## config.mk

```make
export PLATFORM = sky130hd
export DESIGN_NAME = rfl_link
export DESIGN_NICKNAME = d
export VERILOG_FILES = /design/src/core/rfl_pkg.sv /design/src/core/rfl_link.sv
export SDC_FILE = /design/constraint.sdc
export NUM_CORES = 2
export LEC_CHECK = 0
export BUFFER_PORTS_ARGS = -buffer_cell sky130_fd_sc_hd__buf_4
export CORE_MARGIN = 5
export CORE_UTILIZATION = 50
export CTS_CLUSTER_SIZE = 40
export DETAILED_ROUTE_END_ITERATION = 16
export GPL_TIMING_DRIVEN = 0
export PLACE_DENSITY_LB_ADDON = 0.1
export SETUP_SLACK_MARGIN = 0.15
export SLEW_MARGIN = 10
export SYNTH_ARGS = -nofsm -noshare
export SYNTH_HDL_FRONTEND = slang
export SYNTH_SLANG_ARGS = --single-unit
```

## constraint.sdc

```tcl
create_clock -name hclk -period 3.9 [get_ports hclk]
set_input_delay 0.195 -clock hclk [delete_from_list [all_inputs] [get_ports hclk]]
set_output_delay 0.195 -clock hclk [all_outputs]
set_load 0.05 [all_outputs]
```

## src/core/rfl_pkg.sv

```systemverilog
/*
 * Shared constants, types and functions of the RTU serial framer.
 * Assumes a 100 MHz system clock and a 32-bit AHB-Lite register bus.
 */
package rfl_pkg;
    typedef logic [31:0] rfl_word_t;

    // Register byte offsets and address regions.
    localparam logic [9:0] A_CTRL = 10'h000;
    localparam logic [9:0] A_STAT = 10'h004;
    localparam logic [9:0] A_TXGO = 10'h008;
    localparam logic [1:0] RGN_REG = 2'h0;
    localparam logic [1:0] RGN_RX = 2'h1;
    localparam logic [1:0] RGN_TX = 2'h2;

    // Bit timing.
    localparam int CLK_HZ = 100000000;
    localparam int BAUD_DEF = 9600;
    localparam logic [15:0] DIV_DEF = 16'(CLK_HZ / BAUD_DEF);

    // Character format.
    localparam logic [1:0] PAR_NONE = 2'h0;
    localparam logic [1:0] PAR_EVEN = 2'h1;
    localparam logic [1:0] PAR_ODD = 2'h2;
    localparam logic [3:0] CHR_LEN7 = 4'ha;
    localparam logic [3:0] CHR_LEN8 = 4'hb;

    // Gaps in half characters: 1.5 and 3.5 character times.
    localparam logic [7:0] GAP_DROP_X2 = 8'h03;
    localparam logic [7:0] GAP_END_X2 = 8'h07;

    // Frame check and addressing.
    localparam logic [15:0] CRC_INIT = 16'hffff;
    localparam logic [15:0] CRC_POLY = 16'ha001;
    localparam logic [7:0] ADDR_BCAST = 8'h00;
    localparam logic [7:0] STATION_RST = 8'h01;
    localparam logic [7:0] MIN_FRAME = 8'h04;
    localparam logic [7:0] MIN_TX = 8'h02;

    // Sticky status flag positions.
    localparam int F_DONE = 0;
    localparam int F_CRC = 1;
    localparam int F_PAR = 2;
    localparam int F_DROP = 3;
    localparam int F_BCAST = 4;

    typedef struct packed {
        logic [7:0] station;
        logic [4:0] rsv;
        logic seven;
        logic [1:0] par;
        logic [15:0] div;
    } rfl_ctrl_t;

    typedef struct packed {
        logic [15:0] rsv;
        logic [7:0] rx_len;
        logic [1:0] rsv2;
        logic tx_busy;
        logic [4:0] flags;
    } rfl_stat_t;

    localparam rfl_ctrl_t CTRL_RST = '{station: STATION_RST, rsv: 5'h00, seven: 1'b0,
                                       par: PAR_EVEN, div: DIV_DEF};

    function automatic logic [15:0] rfl_crc_step(input logic [15:0] crc, input logic [7:0] b);
        logic [15:0] c;
        c = crc ^ {8'h00, b};
        for (int i = 0; i < 8; i++) begin
            c = c[0] ? ((c >> 1) ^ CRC_POLY) : (c >> 1);
        end
        return c;
    endfunction

    function automatic logic rfl_par_bit(input logic [7:0] d, input logic [1:0] mode);
        return (^d) ^ (mode == PAR_ODD);
    endfunction
endpackage

```

## src/core/rfl_link.sv

```systemverilog
/*
 * RTU serial framer: character engine, gap timing, frame check and an AHB-Lite register slave.
 * Assumes one master on a zero-wait AHB-Lite bus and an external half-duplex line driver.
 */
// Decided for this implementation: the AHB-Lite register port and the address map.
// Behaviour
// - 8 data bits: 11-bit character
// - 7 data bits: 10-bit character
// - LSB first; two end bits without parity
// - 3.5 character silence before any frame; the code also starts a frame on the character that drops a held partial frame
// - Address, function, data, check field order
// - 3.5 character silence ends a frame
// - Frame characters sent back to back; the code holds the end bit one extra bit time before each next character
// - Gap over 1.5 drops partial frame
// - Merged frames report a check fault
// - Address 0 to 247, 0 broadcasts
// - No response to broadcast requests
// - Function 03H reads, 06H writes
// - Data field two bytes per word
// - Check value low byte first
// - Parity even, odd or none
// - Even parity bit set on odd ones
// - Odd parity bit set on even ones
// - Received parity mismatch flags an error
// - Received check mismatch flags an error
// - Check register preset to ffff
// - Only data bits of frame bytes checked
// - Byte xor, eight shifts, poly a001
module rfl_link #(
    parameter int DEPTH = 64,
    parameter logic [15:0] DIV_RST = rfl_pkg::DIV_DEF
) (
    // Clock and reset.
    input wire logic hclk,
    input wire logic hresetn,
    // AHB-Lite slave.
    input wire logic hsel,
    input wire rfl_pkg::rfl_word_t haddr,
    input wire logic [1:0] htrans,
    input wire logic hwrite,
    input wire logic [2:0] hsize,
    input wire rfl_pkg::rfl_word_t hwdata,
    input wire logic hready,
    output rfl_pkg::rfl_word_t hrdata,
    output logic hreadyout,
    output logic hresp,
    // Serial line.
    input wire logic rxd,
    output logic txd,
    output logic tx_en
);
    import rfl_pkg::*;

    localparam int AW = $clog2(DEPTH);

    typedef enum logic [1:0] {RX_IDLE, RX_START, RX_BITS, RX_STOP} rfl_rx_t;
    typedef enum logic [1:0] {TX_IDLE, TX_WAIT, TX_SEND} rfl_tx_t;

    rfl_ctrl_t ctrl_ff;
    logic [4:0] flags_ff;
    logic [7:0] rx_mem [DEPTH];
    logic [7:0] tx_mem [DEPTH];

    // Bus address and data phase.
    logic acc;
    logic wr_ff;
    logic rd_ff;
    logic rdy_ff;
    logic [9:0] wa_ff;
    rfl_word_t hrdata_ff;
    rfl_word_t rd_word;
    logic [AW-1:0] widx;

    assign acc = hsel & hready & htrans[1];
    assign widx = wa_ff[AW+1:2];

    always_ff @(posedge hclk or negedge hresetn) begin
        if (!hresetn) begin
            wr_ff <= 1'b0;
            rd_ff <= 1'b0;
            rdy_ff <= 1'b1;
            wa_ff <= 10'h000;
        end else begin
            wr_ff <= acc & hwrite;
            rd_ff <= acc & ~hwrite;
            // Reads take one wait state because the read data is registered in hrdata_ff before it is driven.
            rdy_ff <= ~(acc & ~hwrite);
            if (acc) begin
                wa_ff <= haddr[9:0];
            end
        end
    end

    // Receiver character engine.
    rfl_rx_t rx_st_ff;
    logic [15:0] rcnt_ff;
    logic [3:0] rbit_ff;
    logic [8:0] rsh_ff;
    logic ch_ff;
    logic ch_bad_ff;
    logic [7:0] ch_byte_ff;
    logic [3:0] nbits;
    logic [3:0] chr;
    logic [8:0] rfield;
    logic [7:0] rbyte;
    logic rpar;
    logic [15:0] div_m1;

    assign div_m1 = ctrl_ff.div - 16'h0001;
    assign chr = ctrl_ff.seven ? CHR_LEN7 : CHR_LEN8;
    assign nbits = (ctrl_ff.seven ? 4'h7 : 4'h8) + ((ctrl_ff.par != PAR_NONE) ? 4'h1 : 4'h0);
    assign rfield = rsh_ff >> (4'h9 - nbits);
    assign rbyte = ctrl_ff.seven ? {1'b0, rfield[6:0]} : rfield[7:0];
    assign rpar = ctrl_ff.seven ? rfield[7] : rfield[8];

    always_ff @(posedge hclk or negedge hresetn) begin
        if (!hresetn) begin
            rx_st_ff <= RX_IDLE;
            rcnt_ff <= 16'h0000;
            rbit_ff <= 4'h0;
            rsh_ff <= 9'h000;
            ch_ff <= 1'b0;
            ch_bad_ff <= 1'b0;
            ch_byte_ff <= 8'h00;
        end else begin
            ch_ff <= 1'b0;
            rcnt_ff <= rcnt_ff + 16'h0001;
            case (rx_st_ff)
                RX_IDLE: begin
                    rcnt_ff <= 16'h0000;
                    if (!rxd) begin
                        rx_st_ff <= RX_START;
                    end
                end
                RX_START: begin
                    if (rcnt_ff >= (ctrl_ff.div >> 1)) begin
                        rcnt_ff <= 16'h0000;
                        rbit_ff <= 4'h0;
                        rx_st_ff <= rxd ? RX_IDLE : RX_BITS;
                    end
                end
                RX_BITS: begin
                    if (rcnt_ff >= div_m1) begin
                        rcnt_ff <= 16'h0000;
                        rsh_ff <= {rxd, rsh_ff[8:1]};
                        rbit_ff <= rbit_ff + 4'h1;
                        if (rbit_ff == nbits - 4'h1) begin
                            rx_st_ff <= RX_STOP;
                        end
                    end
                end
                RX_STOP: begin
                    if (rcnt_ff >= div_m1) begin
                        rx_st_ff <= RX_IDLE;
                        ch_ff <= 1'b1;
                        ch_byte_ff <= rbyte;
                        // A bad end bit is reported together with parity faults.
                        ch_bad_ff <= ~rxd | ((ctrl_ff.par != PAR_NONE) &&
                                             (rpar != rfl_par_bit(rbyte, ctrl_ff.par)));
                    end
                end
                default: rx_st_ff <= RX_IDLE;
            endcase
        end
    end

    // Bit tick and line silence counter.
    logic [15:0] tdiv_ff;
    logic tick_ff;
    logic [6:0] gap_ff;
    logic [7:0] gx2;
    logic drop_hit;
    logic end_hit;

    assign gx2 = {gap_ff, 1'b0};
    assign drop_hit = gx2 > GAP_DROP_X2 * {4'h0, chr};
    assign end_hit = gx2 >= GAP_END_X2 * {4'h0, chr};

    always_ff @(posedge hclk or negedge hresetn) begin
        if (!hresetn) begin
            tdiv_ff <= 16'h0000;
            tick_ff <= 1'b0;
            gap_ff <= 7'h00;
        end else begin
            tick_ff <= tdiv_ff >= div_m1;
            tdiv_ff <= (tdiv_ff >= div_m1) ? 16'h0000 : tdiv_ff + 16'h0001;
            if (ch_ff || rx_st_ff != RX_IDLE || tx_en) begin
                gap_ff <= 7'h00;
            end else if (tick_ff && gap_ff != 7'h7f) begin
                gap_ff <= gap_ff + 7'h01;
            end
        end
    end

    // Receive frame assembly and check.
    logic in_ff;
    logic held_ff;
    logic armed_ff;
    logic perr_ff;
    logic ovf_ff;
    logic [AW:0] rlen_ff;
    logic [15:0] rcrc_ff;
    logic [7:0] rlen_rd_ff;
    logic start_new;
    logic append;
    logic fin;
    logic mine;
    logic [4:0] set_f;
    logic [4:0] clr_f;

    assign append = ch_ff & in_ff & ~held_ff;
    assign start_new = ch_ff & (held_ff | (~in_ff & armed_ff));
    assign fin = held_ff & end_hit & ~ch_ff;
    assign mine = (rx_mem[0] == ctrl_ff.station) || (rx_mem[0] == ADDR_BCAST);

    always_comb begin
        set_f = 5'h00;
        set_f[F_DROP] = ch_ff & held_ff;
        if (fin && mine) begin
            set_f[F_DONE] = 1'b1;
            set_f[F_CRC] = (rcrc_ff != 16'h0000) || ({{(7 - AW){1'b0}}, rlen_ff} < MIN_FRAME) || ovf_ff;
            set_f[F_PAR] = perr_ff;
            set_f[F_BCAST] = rx_mem[0] == ADDR_BCAST;
        end
        clr_f = (wr_ff && wa_ff == A_STAT) ? hwdata[4:0] : 5'h00;
    end

    always_ff @(posedge hclk or negedge hresetn) begin
        if (!hresetn) begin
            in_ff <= 1'b0;
            held_ff <= 1'b0;
            armed_ff <= 1'b0;
            perr_ff <= 1'b0;
            ovf_ff <= 1'b0;
            rlen_ff <= '0;
            rcrc_ff <= CRC_INIT;
            rlen_rd_ff <= 8'h00;
            flags_ff <= 5'h00;
        end else begin
            // A flag raised in the same cycle as its clear stays raised.
            flags_ff <= (flags_ff & ~clr_f) | set_f;
            if (start_new) begin
                in_ff <= 1'b1;
                held_ff <= 1'b0;
                armed_ff <= 1'b0;
                perr_ff <= ch_bad_ff;
                ovf_ff <= 1'b0;
                rlen_ff <= {{AW{1'b0}}, 1'b1};
                rcrc_ff <= rfl_crc_step(CRC_INIT, ch_byte_ff);
            end else if (append) begin
                perr_ff <= perr_ff | ch_bad_ff;
                rcrc_ff <= rfl_crc_step(rcrc_ff, ch_byte_ff);
                if (rlen_ff == DEPTH[AW:0]) begin
                    ovf_ff <= 1'b1;
                end else begin
                    rlen_ff <= rlen_ff + {{AW{1'b0}}, 1'b1};
                end
            end else if (in_ff && !held_ff && drop_hit) begin
                held_ff <= 1'b1;
            end else if (fin) begin
                in_ff <= 1'b0;
                held_ff <= 1'b0;
                armed_ff <= 1'b1;
                if (mine) begin
                    rlen_rd_ff <= 8'(rlen_ff);
                end
            end else if (!in_ff && end_hit) begin
                armed_ff <= 1'b1;
            end
        end
    end

    always_ff @(posedge hclk) begin
        if (start_new) begin
            rx_mem[0] <= ch_byte_ff;
        end else if (append && rlen_ff != DEPTH[AW:0]) begin
            rx_mem[rlen_ff[AW-1:0]] <= ch_byte_ff;
        end
        if (wr_ff && wa_ff[9:8] == RGN_TX) begin
            tx_mem[widx] <= hwdata[7:0];
        end
    end

    // Transmitter.
    rfl_tx_t tx_st_ff;
    logic [AW:0] tlen_ff;
    logic [AW+1:0] tidx_ff;
    logic [15:0] tcrc_ff;
    logic [11:0] tsh_ff;
    logic [3:0] tb_ff;
    logic txd_ff;
    logic tx_en_ff;
    logic go;
    logic load;
    logic last;
    logic [7:0] nb;
    logic [11:0] nf;
    logic pb;

    assign go = wr_ff && wa_ff == A_TXGO && tx_st_ff == TX_IDLE && !flags_ff[F_BCAST] &&
                hwdata[7:0] >= MIN_TX && hwdata[7:0] <= DEPTH[7:0];
    assign last = tidx_ff == {1'b0, tlen_ff} + {{AW{1'b0}}, 2'd2};
    assign load = (tx_st_ff == TX_WAIT && end_hit) ||
                  (tx_st_ff == TX_SEND && tick_ff && tb_ff == 4'h0 && !last);

    always_comb begin
        if (tidx_ff < {1'b0, tlen_ff}) begin
            nb = tx_mem[tidx_ff[AW-1:0]];
        end else if (tidx_ff == {1'b0, tlen_ff}) begin
            nb = tcrc_ff[7:0];
        end else begin
            nb = tcrc_ff[15:8];
        end
        // With seven data bits the unsent top bit must not reach parity or the check value.
        nb[7] = nb[7] & ~ctrl_ff.seven;
        pb = (ctrl_ff.par == PAR_NONE) ? 1'b1 : rfl_par_bit(nb, ctrl_ff.par);
        nf = ctrl_ff.seven ? {3'h7, pb, nb[6:0], 1'b0} : {2'h3, pb, nb, 1'b0};
    end

    always_ff @(posedge hclk or negedge hresetn) begin
        if (!hresetn) begin
            tx_st_ff <= TX_IDLE;
            tlen_ff <= '0;
            tidx_ff <= '0;
            tcrc_ff <= CRC_INIT;
            tsh_ff <= 12'hfff;
            tb_ff <= 4'h0;
            txd_ff <= 1'b1;
            tx_en_ff <= 1'b0;
        end else begin
            if (go) begin
                tx_st_ff <= TX_WAIT;
                tlen_ff <= hwdata[AW:0];
                tidx_ff <= '0;
                tcrc_ff <= CRC_INIT;
            end
            if (load) begin
                tx_st_ff <= TX_SEND;
                tx_en_ff <= 1'b1;
                tsh_ff <= nf;
                tb_ff <= chr;
                tidx_ff <= tidx_ff + {{(AW + 1){1'b0}}, 1'b1};
                if (tidx_ff < {1'b0, tlen_ff}) begin
                    tcrc_ff <= rfl_crc_step(tcrc_ff, nb);
                end
            end else if (tx_st_ff == TX_SEND && tick_ff) begin
                if (tb_ff != 4'h0) begin
                    txd_ff <= tsh_ff[0];
                    tsh_ff <= {1'b1, tsh_ff[11:1]};
                    tb_ff <= tb_ff - 4'h1;
                end else begin
                    // The silence counter now runs, so the next frame waits its full gap.
                    tx_st_ff <= TX_IDLE;
                    tx_en_ff <= 1'b0;
                    txd_ff <= 1'b1;
                end
            end
        end
    end

    // Register writes and read mux.
    always_ff @(posedge hclk or negedge hresetn) begin
        if (!hresetn) begin
            ctrl_ff <= CTRL_RST;
            ctrl_ff.div <= DIV_RST;
        end else if (wr_ff && wa_ff == A_CTRL) begin
            ctrl_ff <= hwdata;
            ctrl_ff.rsv <= 5'h00;
        end
    end

    always_comb begin
        rd_word = '0;
        if (wa_ff == A_CTRL) begin
            rd_word = ctrl_ff;
        end else if (wa_ff == A_STAT) begin
            rd_word = rfl_stat_t'{rsv: 16'h0000, rx_len: rlen_rd_ff, rsv2: 2'h0,
                                  tx_busy: tx_st_ff != TX_IDLE, flags: flags_ff};
        end else if (wa_ff[9:8] == RGN_RX) begin
            rd_word = {24'h000000, rx_mem[widx]};
        end
    end

    always_ff @(posedge hclk or negedge hresetn) begin
        if (!hresetn) begin
            hrdata_ff <= '0;
        end else if (rd_ff) begin
            hrdata_ff <= rd_word;
        end
    end

    assign hrdata = hrdata_ff;
    assign hreadyout = rdy_ff;
    assign hresp = 1'b0;
    assign txd = txd_ff;
    assign tx_en = tx_en_ff;
endmodule

```

### Word-level counts from Yosys, hierarchy flattened

Memory sizes are Yosys's and may differ from the RTL's.
Index checks and enable logic that the tools add are counted.

* div/mod/pow operators: 0
* shifts and indexed selects: 1
* equal/unequal tests: 27
* bitwise operators: 58
* multipliers: 2
* order comparisons: 9
* mux-type cells: 108
* reductions and logical operators: 66
* add/sub/neg operators: 12

Operators with widths (count)
* $mux W16: 32
* $not A2 Y3: 24
* $mux W8: 7
* $pmux W16 S3: 1
* $mux W1: 36
* $mux W12: 3
* $mux W7: 5
* $add A16 B1 Y16 const B: 2
* $ge A16 B16 Y1: 2
* $mux W32: 1
* $xor A16 B8 Y16: 2
* $mux W4: 6
* $reduce_bool A2 Y1: 11
* $mux W2: 10
* $logic_and A1 B1 Y1: 19
* $ne A2 B2 Y1 const B: 9
* $eq A8 B8 Y1: 2
* $ge A16 B15 Y1: 1
* $not A8 Y16: 1
* $reduce_and A2 Y1: 8
* $reduce_bool A16 Y1: 1
* $reduce_xor A8 Y1: 2
* $sub A16 B1 Y16 const B: 1
* $mux W15: 1
* 49 further kinds: 96

* bits in latches: 0
* memory bits (writable): 1024
* output and inout bits: 36
* logic and storage cells: 321
* memories kept: 2
* flip-flop bits (word level): 228
* input bits: 75
* memory bits (read-only): 0

Memory list
* rx_mem: depth 64, width 8, rd ports 2, clocked after Yosys merged registers in 0, wr ports 1, line rfl_link.sv:61 `logic [7:0] rx_mem [DEPTH];`
* tx_mem: depth 64, width 8, rd ports 1, clocked after Yosys merged registers in 0, wr ports 1, line rfl_link.sv:62 `logic [7:0] tx_mem [DEPTH];`

### Longest topological paths before layout

* word-level depth: 23
* depth in mapped cells: 19

### Worst setup path after synthesis

OpenSTA, ideal clock, no wires.

* path kind: flip-flop to flip-flop
* start point: reg tidx_ff[0]
* end point: reg tcrc_ff[0]
* slack: -136 ps
* path buffers: 6
* data required time: 3827 ps
* stages on the path, launching flop included: 19
* arrival: 3963 ps
* library setup time: 73 ps
* path through: dfrtp_1 -> buf_6 -> buf_8 -> buf_6 -> inv_1 -> clkbuf_1 -> ha_1 -> nor2b_1 -> o21a_1 -> o21a_1 -> or2_2 -> buf_2 -> clkbuf_1 -> o311a_1 -> a21oi_1 -> xor2_1 -> xnor3_2 -> xnor3_1 -> a21oi_1

* word-level cells in the longest chain between the ends: 16

Ends and longest elaborated chain
* start: declaration: line rfl_link.sv:287 `logic [AW+1:0] tidx_ff;`
* start signal: assignment: line rfl_link.sv:342 `tidx_ff <= tidx_ff + {{(AW + 1){1'b0}}, 1'b1};`
* branches (longest 15 deep; another with $mem_v2 Z64 W8)
* $mux W16 (*): line rfl_link.sv:337 `if (load) begin`
* end signal: assignment: line rfl_link.sv:344 `tcrc_ff <= rfl_crc_step(tcrc_ff, nb);`
* end: declaration: line rfl_link.sv:288 `logic [15:0] tcrc_ff;`

Mark *: on every way between the ends.
A chain may end at the register's enable or synchronous reset.

### Worst setup path after layout

* start point: reg tidx_ff[0]
* end point: reg tsh_ff[9]

* word-level cells in the longest chain between the ends: 9

Ends and longest elaborated chain
* branches (longest 9 deep; another with $mem_v2 Z64 W8)
* end signal: assignment: line rfl_link.sv:340 `tsh_ff <= nf;`
* end signal: assignment: line rfl_link.sv:349 `tsh_ff <= {1'b1, tsh_ff[11:1]};`
* end: declaration: line rfl_link.sv:289 `logic [11:0] tsh_ff;`

Several ways; the timed one is not identified.

==> key figures <==
Hold path
  – Min-Delay Path Class: input port to register

Final layout
  – Antenna cell count: 0
  – Area Overhead vs Synth: 17.90%
  – Share of layout cells above drive strength 1: 0.2916
  – Commonest non-fill, non-tap cell in the layout: edfxtp_1
  – Fin nets: ~3600
  – Most frequent cells in the layout: edfxtp_1 (1024), mux4_2 (255), nor2_1 (165)

Yosys
  – Adder-Cell Fraction of Synth Area: 0.01684
  – Post-synth design cell area: roughly 53000 um^2
  – Largest family of logic cells by synthesized area: multiplexers
  – Ys flop type: edfxtp_1
  – Number of synthesized flops with an enable pin: between 1000 and 1500
  – Multiplexer share of the synthesized area: 0.1477
  – Synth Area in XOR/XNOR: 0.02179
  – Synth Area in Compound Gates: 0.04367
  – Cells after synthesis: slightly above 3000
  – Seq cells post-synth: ~1200
  – Syn Area/Cell: between 15 and 20 um^2
  – Ys async rst share: 0.1775
  – Synth Warn #: 0
  – Sequential cell area fraction in the yosys report: 0.6908
  – Netlist cell types: 86
  – Post-Synth Simple-Gate Area: 0.05998

Drt
  – Via count: 30656
  – 1st-iter DRT viols: 3361
  – First-pass DRT Iterations: 6
  – Wirelength, routed: approximately 140 mm
  – DR WL/cell: ~29 um
  – Antenna viol nets, final: 0
  – Remaining routing DRC violations: 0
  – Drt via density: around 6.2

Global routing
  – Grt total ovfl: 0
  – Vias in the first global route: 30826
  – Largest net degree at the start of global routing: 83
  – Gr usage total: 0.2554
  – First-pass GRT wire length: approximately 210 mm
  – Initial antenna violation count: 2

STA
  – Max-slew violations: 0
  – Worst Setup Slack, final: -145.0 ps
  – Hold Violations, Final: 0
  – Tcrit/Tclk final: 1.037
  – RSZ-0062 raised after global routing: yes
  – Max-slew headroom: 0.1054
  – Tmin final: a little over 4000 ps
  – Tightest Pin Transition: approximately 1300 ps
  – Peak Freq: 247.2 MHz
  – Layout Skew: roughly 25 ps
  – Final setup violating endpoints: 5

Power and ir drop
  – Pwr/cell area: around 470 nW/um^2
  – Clock power frac: 0.421
  – Comb power frac: 0.078
  – Peak VDD IR: around 0.00041 V
  – Leak: approximately 0.020 uW
  – Total power: roughly 30000 uW
  – Pint: about 22000 uW
  – Sw Share: 0.2365
  – Reg power frac: 0.501
  – Sw power: 6958 uW

Critical path
  – Worst setup EP type: register
  – CP max stage delay: ~540 ps
  – CP arrival: about 4700 ps
  – Worst-path cell chain: buf_8 > buf_12 > mux4_2 > a22o_4 > a221oi_4 > nand3_4 > and2_4 > or3_4 > xor2_1 > xnor3_2 > xnor2_2 > mux2i_1 > o32a_1
  – Worst path slowest cell: mux4_2
  – Kind of critical path: register to register
  – Critical Path Start Type: register
  – Req. time, crit path: ~4600 ps
  – Crit Path Max Fanout: 6

Clock network
  – CTS Sinks: 1245
  – Clk buf depth: 3
  – Clk root buf: clkbuf_16
  – Clock latency on the worst-skew pair: roughly 760 ps
  – CTS Buf Count: between 100 and 150
  – CTS clk-pin slew, worst paths: approximately 60 ps
  – H-tree levels: 4
  – CTS tree: yes

Flow run
  – Max-Cap Viols: 0

Die
  – Die width: approximately 330 um
  – Die H: between 300 and 400 um
  – Initial Util: 0.5012
  – Die area: around 110000 um^2
  – Cell Rows: between 100 and 150
  – Core ar.: approximately 100000 um^2
  – Ports: between 100 and 150

Place
  – Port bufs: 73
  – HPWL Detailed: ~95 mm
  – Gpl congestion: roughly 0.9
  – Post-place setup slack: -1950 ps

Status
  – Status: complete, but fails checks
  – Failing checks: setup timing
-- synth_stat cells (all sizes together), types with 10 or more instances --
| master | number | area (um^2) |
|---|---|---|
| o21a | 10 | 75.07 |
| nand4 | 21 | 131.4 |
| a22oi | 22 | 165.2 |
| a31oi | 14 | 87.58 |
| mux4 | 264 | 6006 |
| and3 | 18 | 112.6 |
| buf | 77 | 505.5 |
| xor2 | 50 | 437.9 |
| a21o | 21 | 157.7 |
| dfrtp | 170 | 4254 |
| o21ai | 103 | 519.3 |
| nand2b | 13 | 81.33 |
| inv | 57 | 214.0 |
| mux2 | 78 | 882.1 |
| a211oi | 12 | 90.09 |
| edfxtp | 1024 | 30750 |
| nand2 | 162 | 610.6 |
| ha | 70 | 875.8 |
| nor4 | 11 | 68.82 |
| o22ai | 26 | 162.7 |
| nand3 | 72 | 360.4 |
| xnor2 | 70 | 639.4 |
| nor2b | 20 | 125.1 |
| a22o | 11 | 96.34 |
| nor2 | 244 | 932.1 |
| mux2i | 88 | 880.8 |
| dfstp | 51 | 1340 |
| a21oi | 73 | 365.4 |
| clkbuf | 77 | 289.0 |
| or3 | 10 | 62.56 |
| nor3 | 62 | 315.3 |
-- worst paths after layout --
| path | from | endpoint | slack [ps] | cells after the start |
|---|---|---|---|---|
| max | tidx_ff[0]$_DFFE_PN0P_ | tsh_ff[9]$_DFFE_PN1P_ | -150 | 13 |
| min | hwdata[0] | tx_mem[60][0]$_DFFE_PP_ | 10 | 1 |
| max reg2reg | tidx_ff[0]$_DFFE_PN0P_ | tsh_ff[9]$_DFFE_PN1P_ | -150 | 13 |
| min reg2reg | tsh_ff[0]$_DFFE_PN1P_ | txd$_DFFE_PN1P_ | 480 | 2 |
| max in group asynchronous | hresetn | rcrc_ff[11]$_DFFE_PN1P_ | 2260 | 5 |
| min in group asynchronous | hresetn | ctrl_ff[1]$_DFFE_PN0P_ | 470 | 3 |
-- cell type report --
class,instances,area [um^2]
inverter,57,216.5
tap,1391,1740
buffer,153,1291
multi-input combinational,1666,16360
clock inverter,78,714.4
fill,7827,42940
clock buffer,163,3515
sequential,1245,36360
timing repair buffer,187,1824
-- registers in the layout (all words and copies together) (netlist names), 9 cells and up, named ones only --
signal / flops
rx_mem: 512
tx_mem: 512
rsh_ff: 9
tsh_ff: 10
rcnt_ff: 16
tdiv_ff: 16
hrdata: 27
tcrc_ff: 16
wa_ff: 10
ctrl_ff: 27
rcrc_ff: 16
-- power by group through the flow --
stage                     Clock, uW  Sequential [uW]  Combinational (uW)
after global placement            0            15000                2080
after floorplan                   0            15000                1210
final                         12400            14700                2300
after global routing          13100            14700                2470
after CTS                     12500            14700                2280
after detailed placement          0            15000                2140
-- what timing repair did --
item | 4_1_cts | 5_1_grt
hold buffers | 36 | 0
hold endpoints to repair | 173 | 0
resized for setup | 377 | 94
pin swaps | 20 | 16
cloned | 2 | 1
setup buffers | 44 | 21
setup endpoints to repair | 669 | 208
-- through the flow --
| step | utilization | hold WS [ps] | cells | area, um^2 | TNS (ps) |
|---|---|---|---|---|---|
| after global placement | 0.5233 | 428.5 | 4586 | 54930 | -525700 |
| after detailed placement | 0.5256 | 182.2 | 4596 | 55170 | -566800 |
| final | 0.5909 | 14.43 | 4940 | 62030 | -453.6 |
| after global routing | 0.5909 | 49.44 | 4940 | 62030 | -710.8 |
| after CTS | 0.5859 | 24.82 | 4918 | 61500 | -168.3 |
| after floorplan | - | -100.6 | 3122 | 52640 | 0 |
-- layer usage --
| layer | vias to the layer above | track usage | wire length (um) |
|---|---|---|---|
| met2 | 1337 | 0.4177 | 70170 |
| met3 | 288 | 0.04213 | 10290 |
| li1 | 12939 | - | - |
| met1 | 16092 | 0.3529 | 57820 |
| met5 | - | 0 | 0 |
| met4 | 0 | 0.09012 | 5599 |
-- cells by family (layout without fill, tap and decap cells) --
group / Yosys count / in the layout
AOI/OAI and AO/OA: 356 / 356
xor gates and xnor gates: 123 / 123
adders and majority gates: 71 / 71
buffers and inverters: 211 / 638
DFF: 1245 / 1245
muxes: 430 / 430
other: 1 / 6
and+or+nand+nor: 680 / 680
-- worst max-delay path, delay by kind of cell, from the launching register on --
| kind | cells | cell delay [ps] |
|---|---|---|
| compound gates | 3 | 930 |
| xor+xnor | 3 | 870 |
| buf+inv | 2 | 330 |
| flops | 1 | 380 |
| mux | 2 | 680 |
| simple gates | 3 | 770 |
Power figures use the tool's default switching activity.
